`src/frame_pkg.sv`:
```
// constants for the motion command frame handler
package frame_pkg;
  localparam int SERIAL_LEN = 9;
  localparam int BODY_LEN = 7;
  localparam int VALUE_LEN = 4;
  localparam logic [3:0] IDX_ADDR = 4'h0;
  localparam logic [3:0] IDX_CMD = 4'h1;
  localparam logic [3:0] IDX_TYPE = 4'h2;
  localparam logic [3:0] IDX_BANK = 4'h3;
  localparam logic [3:0] IDX_SUM = 4'h8;
  localparam logic [3:0] REPLY_IDX_STATUS = 4'h2;
  localparam int REPLY_BODY_LEN = 6;
  localparam logic [7:0] ST_OK = 8'h64;
  localparam logic [7:0] ST_STORED = 8'h65;
  localparam logic [7:0] ST_BAD_SUM = 8'h01;
  localparam logic [7:0] ST_BAD_CMD = 8'h02;
  localparam logic [7:0] ST_BAD_TYPE = 8'h03;
  localparam logic [7:0] ST_BAD_VALUE = 8'h04;
  localparam logic [7:0] ST_LOCKED = 8'h05;
  localparam logic [7:0] ST_UNAVAIL = 8'h06;
endpackage : frame_pkg

```
`src/frame_checksum.sv`:
```
// running modulo-256 byte sum
`timescale 1ns/10ps
module frame_checksum (
  input wire logic clk, // clock
  input wire logic rst_b, // sync reset, active low
  input wire logic clear, // restart the sum
  input wire logic add, // add byte_in this cycle
  input wire logic [7:0] byte_in, // byte to add
  output logic [7:0] sum // current sum
);
  always_ff @(posedge clk) begin
    if (!rst_b || clear) begin
      sum <= 8'h00;
    end else if (add) begin
      sum <= sum + byte_in;
    end
  end
endmodule : frame_checksum

```
`src/motion_command_frame_handler.sv`:
```
// command frame receiver, executor handshake and reply sender
`timescale 1ns/10ps
// Notes on behaviour
// - body is command, type, bank, four value bytes
// - serial frame adds address and checksum bytes
// - address, cmd, type, bank, value MSB first, sum
// - checksum is byte sum of eight bytes
// - can mode: no address, no checksum
// - exactly one reply per accepted command
// - reply: host, module, status, cmd, value, sum
// - reply checksum is sum of reply bytes
// - can reply: no address, no checksum bytes
// - reply only after action completes, or at frame end for a bad checksum
// - never transmit without a received command
// - status 100 on successful execution
// - status 101 when stored to program
// - error statuses one through six
module motion_command_frame_handler
  import frame_pkg::*;
#(
  parameter int LEN_W = 4
) (
  input wire logic clk, // 50 MHz clock
  input wire logic rst_b, // sync reset, active low
  input wire logic can_mode, // high: frames carry no address or checksum
  input wire logic [7:0] module_addr, // own module address
  input wire logic [7:0] host_addr, // reply address for the host
  input wire logic rx_valid, // received byte strobe
  input wire logic [7:0] rx_data, // received byte
  input wire logic tx_ready, // link accepts tx byte
  output logic tx_valid, // reply byte is offered
  output logic [7:0] tx_data, // reply byte
  output logic tx_last, // last byte of reply
  output logic cmd_valid, // command handed to executor
  output logic [7:0] cmd_num, // command number
  output logic [7:0] cmd_type, // type byte
  output logic [7:0] cmd_bank, // motor or bank byte
  output logic [31:0] cmd_value, // value field
  input wire logic exec_done, // executor finished, pulse
  input wire logic [7:0] exec_status, // executor status code
  input wire logic [31:0] exec_value, // executor reply value
  output logic busy // high from frame end until reply sent
);
  import frame_pkg::*;

  typedef enum {RECEIVE, EXECUTE, REPLY} state_type;
  state_type state;
  logic [LEN_W-1:0] rx_idx;
  logic [LEN_W-1:0] tx_idx;
  logic [7:0] rx_sum;
  logic [7:0] tx_sum;
  logic [7:0] status;
  logic [31:0] reply_value;
  logic [7:0] pos;
  logic [LEN_W-1:0] frame_end;
  logic rx_take;
  logic frame_done;
  logic sum_ok;
  logic addr_ok;
  logic [7:0] rx_address;
  logic tx_take;
  logic [LEN_W-1:0] reply_end;

  // position within a serial frame; can frames start at the command byte
  assign pos = can_mode ? 8'(rx_idx) + 8'(IDX_CMD) : 8'(rx_idx);
  assign frame_end = can_mode ? LEN_W'(BODY_LEN - 1) : LEN_W'(SERIAL_LEN - 1);
  assign rx_take = (state == RECEIVE) && rx_valid;
  assign frame_done = rx_take && (rx_idx == frame_end);
  assign sum_ok = can_mode || (rx_sum == rx_data);
  // can frames carry no address byte, so every can frame is ours
  assign addr_ok = can_mode || (rx_address == module_addr);
  assign tx_take = tx_valid && tx_ready;
  assign reply_end = can_mode ? LEN_W'(REPLY_BODY_LEN - 1) : LEN_W'(SERIAL_LEN - 1);

  frame_checksum rx_check (
    .clk(clk),
    .rst_b(rst_b),
    .clear(frame_done || state != RECEIVE),
    .add(rx_take),
    .byte_in(rx_data),
    .sum(rx_sum)
  );

  frame_checksum tx_check (
    .clk(clk),
    .rst_b(rst_b),
    .clear(state != REPLY),
    .add(tx_take),
    .byte_in(tx_data),
    .sum(tx_sum)
  );

  // byte capture in frame order, value most significant first
  always_ff @(posedge clk) begin
    if (!rst_b) begin
      rx_idx <= '0;
      rx_address <= 8'h00;
      cmd_num <= 8'h00;
      cmd_type <= 8'h00;
      cmd_bank <= 8'h00;
      cmd_value <= 32'h0000_0000;
    end else if (rx_take) begin
      rx_idx <= frame_done ? '0 : rx_idx + 1'b1;
      unique case (pos[3:0])
        IDX_ADDR: rx_address <= rx_data;
        IDX_CMD: cmd_num <= rx_data;
        IDX_TYPE: cmd_type <= rx_data;
        IDX_BANK: cmd_bank <= rx_data;
        IDX_SUM: ;
        default: cmd_value <= {cmd_value[23:0], rx_data};
      endcase
    end
  end

  // main sequence; a foreign address frame leaves us in receive
  always_ff @(posedge clk) begin
    if (!rst_b) begin
      state <= RECEIVE;
      cmd_valid <= 1'b0;
      status <= ST_OK;
      reply_value <= 32'h0000_0000;
      busy <= 1'b0;
    end else begin
      cmd_valid <= 1'b0;
      unique case (state)
        RECEIVE: begin
          if (frame_done) begin
            if (!addr_ok) begin
              state <= RECEIVE;
            end else if (!sum_ok) begin
              status <= ST_BAD_SUM;
              reply_value <= 32'h0000_0000;
              state <= REPLY;
              busy <= 1'b1;
            end else begin
              cmd_valid <= 1'b1;
              state <= EXECUTE;
              busy <= 1'b1;
            end
          end
        end
        EXECUTE: begin
          if (exec_done) begin
            status <= exec_status;
            reply_value <= exec_value;
            state <= REPLY;
          end
        end
        REPLY: begin
          if (tx_take && tx_last) begin
            state <= RECEIVE;
            busy <= 1'b0;
          end
        end
      endcase
    end
  end

  function automatic logic [7:0] reply_byte(input logic [3:0] p, input logic [7:0] s);
    logic [7:0] b;
    b = 8'h00;
    unique case (p)
      4'h0: b = host_addr;
      4'h1: b = module_addr;
      4'h2: b = status;
      4'h3: b = cmd_num;
      4'h4: b = reply_value[31:24];
      4'h5: b = reply_value[23:16];
      4'h6: b = reply_value[15:8];
      4'h7: b = reply_value[7:0];
      default: b = s;
    endcase
    return b;
  endfunction : reply_byte

  logic [3:0] tx_pos;
  logic [LEN_W-1:0] next_tx_idx;
  assign next_tx_idx = tx_idx + 1'b1;
  // can replies skip the two address bytes and the checksum
  assign tx_pos = can_mode ? 4'(next_tx_idx) + REPLY_IDX_STATUS : 4'(next_tx_idx);

  // transmit only while in reply state
  always_ff @(posedge clk) begin
    if (!rst_b) begin
      tx_idx <= '0;
      tx_valid <= 1'b0;
      tx_data <= 8'h00;
      tx_last <= 1'b0;
    end else if (state == EXECUTE && exec_done) begin
      tx_idx <= '0;
      tx_valid <= 1'b1;
      tx_data <= can_mode ? exec_status : host_addr;
      tx_last <= 1'b0;
    end else if (state == RECEIVE && frame_done && !sum_ok && addr_ok) begin
      tx_idx <= '0;
      tx_valid <= 1'b1;
      tx_data <= host_addr;
      tx_last <= 1'b0;
    end else if (tx_take) begin
      if (tx_last) begin
        tx_valid <= 1'b0;
        tx_last <= 1'b0;
        tx_idx <= '0;
      end else begin
        tx_idx <= next_tx_idx;
        tx_data <= reply_byte(tx_pos, tx_sum + tx_data);
        tx_last <= (next_tx_idx == reply_end);
      end
    end
  end
endmodule : motion_command_frame_handler

```
`config.mk`:
```
export PLATFORM = sky130hd
export DESIGN_NAME = motion_command_frame_handler
export DESIGN_NICKNAME = d
export VERILOG_FILES = /design/src/frame_pkg.sv /design/src/frame_checksum.sv /design/src/motion_command_frame_handler.sv
export SDC_FILE = /design/constraint.sdc
export NUM_CORES = 1
export LEC_CHECK = 0
export BUFFER_PORTS_ARGS = -buffer_cell sky130_fd_sc_hd__buf_2
export CAP_MARGIN = 20
export CELL_PAD_IN_SITES_DETAIL_PLACEMENT = 1
export CELL_PAD_IN_SITES_GLOBAL_PLACEMENT = 2
export CORE_MARGIN = 5
export CORE_UTILIZATION = 36
export DETAILED_ROUTE_END_ITERATION = 8
export PLACE_DENSITY_LB_ADDON = 0.1
export SLEW_MARGIN = 25
export SYNTH_ARGS = -nofsm -noshare
export SYNTH_HDL_FRONTEND = slang
export SYNTH_SLANG_ARGS = --single-unit
```
`constraint.sdc`:
```
create_clock -name clk -period 5.61 [get_ports clk]
set_input_delay 0.561 -clock clk [delete_from_list [all_inputs] [get_ports clk]]
set_output_delay 0.561 -clock clk [all_outputs]
set_load 0.005 [all_outputs]
```
==> results.ini <==
[final_layout]
antenna_cells=0
regArea_sq_um=2840
area_growth_pct=18.8
drive_gt1_frac=0.219
n_fill_cell=2403
final_cell_count_no_fill=1214
nets=1023
multi_input_area_sq_um=4190

[yosys]
yosysSeqAreaShare=0.387
synthArstFlopShare=0
synth_ff_type=dfxtp_1
yosysUniqueCellTypes=71
avgSynthCellArea_sq_um=8.94
synthCells=822
syn_area_sq_um=7350
ys_ff_latch=142
yosysWarnings=0
synth_nets=914
synth-edff-count=0

[clock_tree]
cts_resized=0
cts_buffer_depth=2
clk_latency_ns=0.43
cts_hold_buf=0
clk_pin_slew_worst_paths_ns=0.07
cts_root_buf=clkbuf_16
htree_levels=4
tritoncts=built
postCtsSetupBuffers=0
cts_sinks=142
numCtsBuffers=17

[worst_setup_path]
cp_max_fo=32
worst_setup_path_end_kind=flop
required_ns=5.96
cp.arrival_ns=3.91
critPathLaunchType=flop
path_class=flop to flop

[timing]
relSlewSlack=0.323
fin_crit_ns=3.56
clock_skew_ns=0.0105
report.final.slew_viol_count=0
hold_viol=0
fmax_mhz=281
finalCritPeriodShare=0.634
setup_tns_ns=0
worstMarginPinSlew_ns=1.01
finalSetupViolations=0
rsz0062_at_grt=false

[run_status]
status=finished, final reports clean

[routing]
routed-via-count=6488
viasPerCell=5.34
wire_per_inst_um=19.6
firstDrtPassIters=4
drtIter0Drc=269
drc=0
drt-total-wl_um=23800
drtAntennaViolNets=0

[floorplanning]
die_w_um=153
ios=138
dieArea_sq_um=23400
die_h_um=153
placementRows=52
start_util=0.365
coreArea_sq_um=20200

[global_routing]
grtUsageMet1=0.251
grt_max_degree=85
antenna_found_initial=0
grtUsageMet2=0.359
use_met3=0.0356
grt_pass1_wl_um=38400
gr-total-overflow=0
grt_pass1_vias=7048
top_usage_layer=met2
grt_util_all_layers=0.203

[power]
p_leak_nw=3.68
p_per_area_nw_per_um2=311
ir_drop_v=0.000152

[min_path]
hp-class=input pin to flop

[place]
dp.cells=1182
io_buffers=137
dp_hpwl_um=17700
gp_congestion=0.803

[job]
cap_violations=0

[flip-flops by register name (all words and copies together), names as in the netlist, 2 cells and up]
| register | cells |
|---|---|
| cmd_value | 32 |
| rx_check.sum | 8 |
| tx_idx | 4 |
| tx_data | 8 |
| cmd_bank | 8 |
| rx_address | 8 |
| state | 2 |
| cmd_type | 8 |
| reply_value | 32 |
| cmd_num | 8 |
| tx_check.sum | 8 |
| rx_idx | 4 |
| status | 8 |
[path summary, 6_finish.rpt]
check	startpoint	to	slack, ns	depth (start not counted)
worst max-delay path	tx_idx[0]$_SDFFE_PP0P_	tx_data[1]$_SDFFE_PN0P_	2.05	10
worst min-delay path	exec_value[24]	reply_value[24]$_SDFFE_PN0P_	0.42	3
worst max register to register	tx_idx[0]$_SDFFE_PP0P_	tx_data[1]$_SDFFE_PN0P_	2.05	10
worst min register to register	rx_check.sum[5]$_SDFFE_PP0P_	rx_check.sum[5]$_SDFFE_PP0P_	0.46	2
[cells by family (layout without fill, tap and decap cells)]
logic type | Yosys count | after routing | share of synthesized area
simple gates | 288 | 288 | 0.181
compound gates | 158 | 158 | 0.144
flops | 142 | 142 | 0.387
mux | 120 | 120 | 0.173
buf+inv | 70 | 192 | 0.0463
fa+ha+maj | 22 | 22 | 0.0395
xor+xnor | 22 | 22 | 0.0293
[power breakdown]
part | switching (mW) | internal [mW]
Sequential | 0.0563 | 1.07
Combinational | 0.296 | 0.203
Clock | 0.509 | 0.590
[layout by cell type (no fill, tap or decap), types with 6 or more instances in the layout]
cell and count:
a31oi_1 11, o211ai_1 8, ha_1 20, buf_2 137, nor2_1 95, o21a_1 7
o21ai_0 31, inv_1 17, xnor2_1 8, nor2b_1 6, nand3_1 57, inv_8 6
a21oi_1 42, dfxtp_1 142, nand2_1 84, clkbuf_16 17, xor2_1 12, mux2i_1 110
[cells in the mapped netlist, types with 4 or more instances]
| library cell | n | area share |
|---|---|---|
| dfxtp_1 | 142 | 0.39 |
| mux2i_1 | 110 | 0.15 |
| nor2_1 | 95 | 0.049 |
| nand2_1 | 84 | 0.043 |
| nand3_1 | 57 | 0.039 |
| a21oi_1 | 42 | 0.029 |
| clkbuf_1 | 38 | 0.019 |
| o21ai_0 | 31 | 0.021 |
| ha_1 | 20 | 0.034 |
| inv_1 | 18 | 0.0092 |
| xor2_1 | 12 | 0.014 |
| a31oi_1 | 11 | 0.0094 |
| buf_2 | 8 | 0.0054 |
| o211ai_1 | 8 | 0.0082 |
| xnor2_1 | 8 | 0.0095 |
| nor2b_1 | 7 | 0.0060 |
| o21a_1 | 7 | 0.0071 |
| a211oi_1 | 5 | 0.0051 |
| a21o_1 | 5 | 0.0051 |
| mux2_2 | 5 | 0.0077 |
| mux4_2 | 5 | 0.015 |
| or3_1 | 5 | 0.0043 |
| a22oi_1 | 4 | 0.0041 |
| and3_1 | 4 | 0.0034 |
| nand2b_1 | 4 | 0.0034 |
| nor3_1 | 4 | 0.0027 |
| nor3_2 | 4 | 0.0054 |
| nor4_1 | 4 | 0.0034 |
| o31ai_1 | 4 | 0.0041 |
[worst max-delay path, stage by stage, from the launching register on]
cell and delay [ns]:
dfxtp_1 0.31, buf_4 0.33, ha_1 0.28, xor2_1 0.46, ha_1 0.34, nand2b_1 0.20
o21ai_2 0.39, mux4_2 0.65, mux2i_1 0.17, o21ai_0 0.13, a21oi_1 0.21
[area by class of cell]
type / instances / share of cell area
multi-input cells: 610 / 0.480
repair buffers: 142 / 0.0828
clock buffers: 17 / 0.0487
inverters: 18 / 0.00774
well taps: 270 / 0.0387
clock inverters: 15 / 0.0161
flip-flops and latches: 142 / 0.326
[layer usage]
layer  vias to the layer above  part of all wire
met3                        30             0.035
met2                       132              0.50
met4                         0             0.020
met1                      3167              0.44
met5                         -                 0
li1                       3159                 -
[per-stage QoR]
step / hold slack (ns) / area [sq um] / setup WS, ns / utilization / power, mW
after detailed placement: 0.450 / 8160 / 2.04 / 0.405 / 1.64
after floorplan: 0.430 / 7350 / 2.97 / - / 1.46
after global routing: 0.410 / 8730 / 1.81 / 0.433 / 2.86
after CTS: 0.397 / 8730 / 2.03 / 0.433 / 2.76
after global placement: 0.439 / 8150 / 2.13 / 0.404 / 1.63
final: 0.416 / 8730 / 2.05 / 0.433 / 2.72
Power figures use the tool's default switching activity.
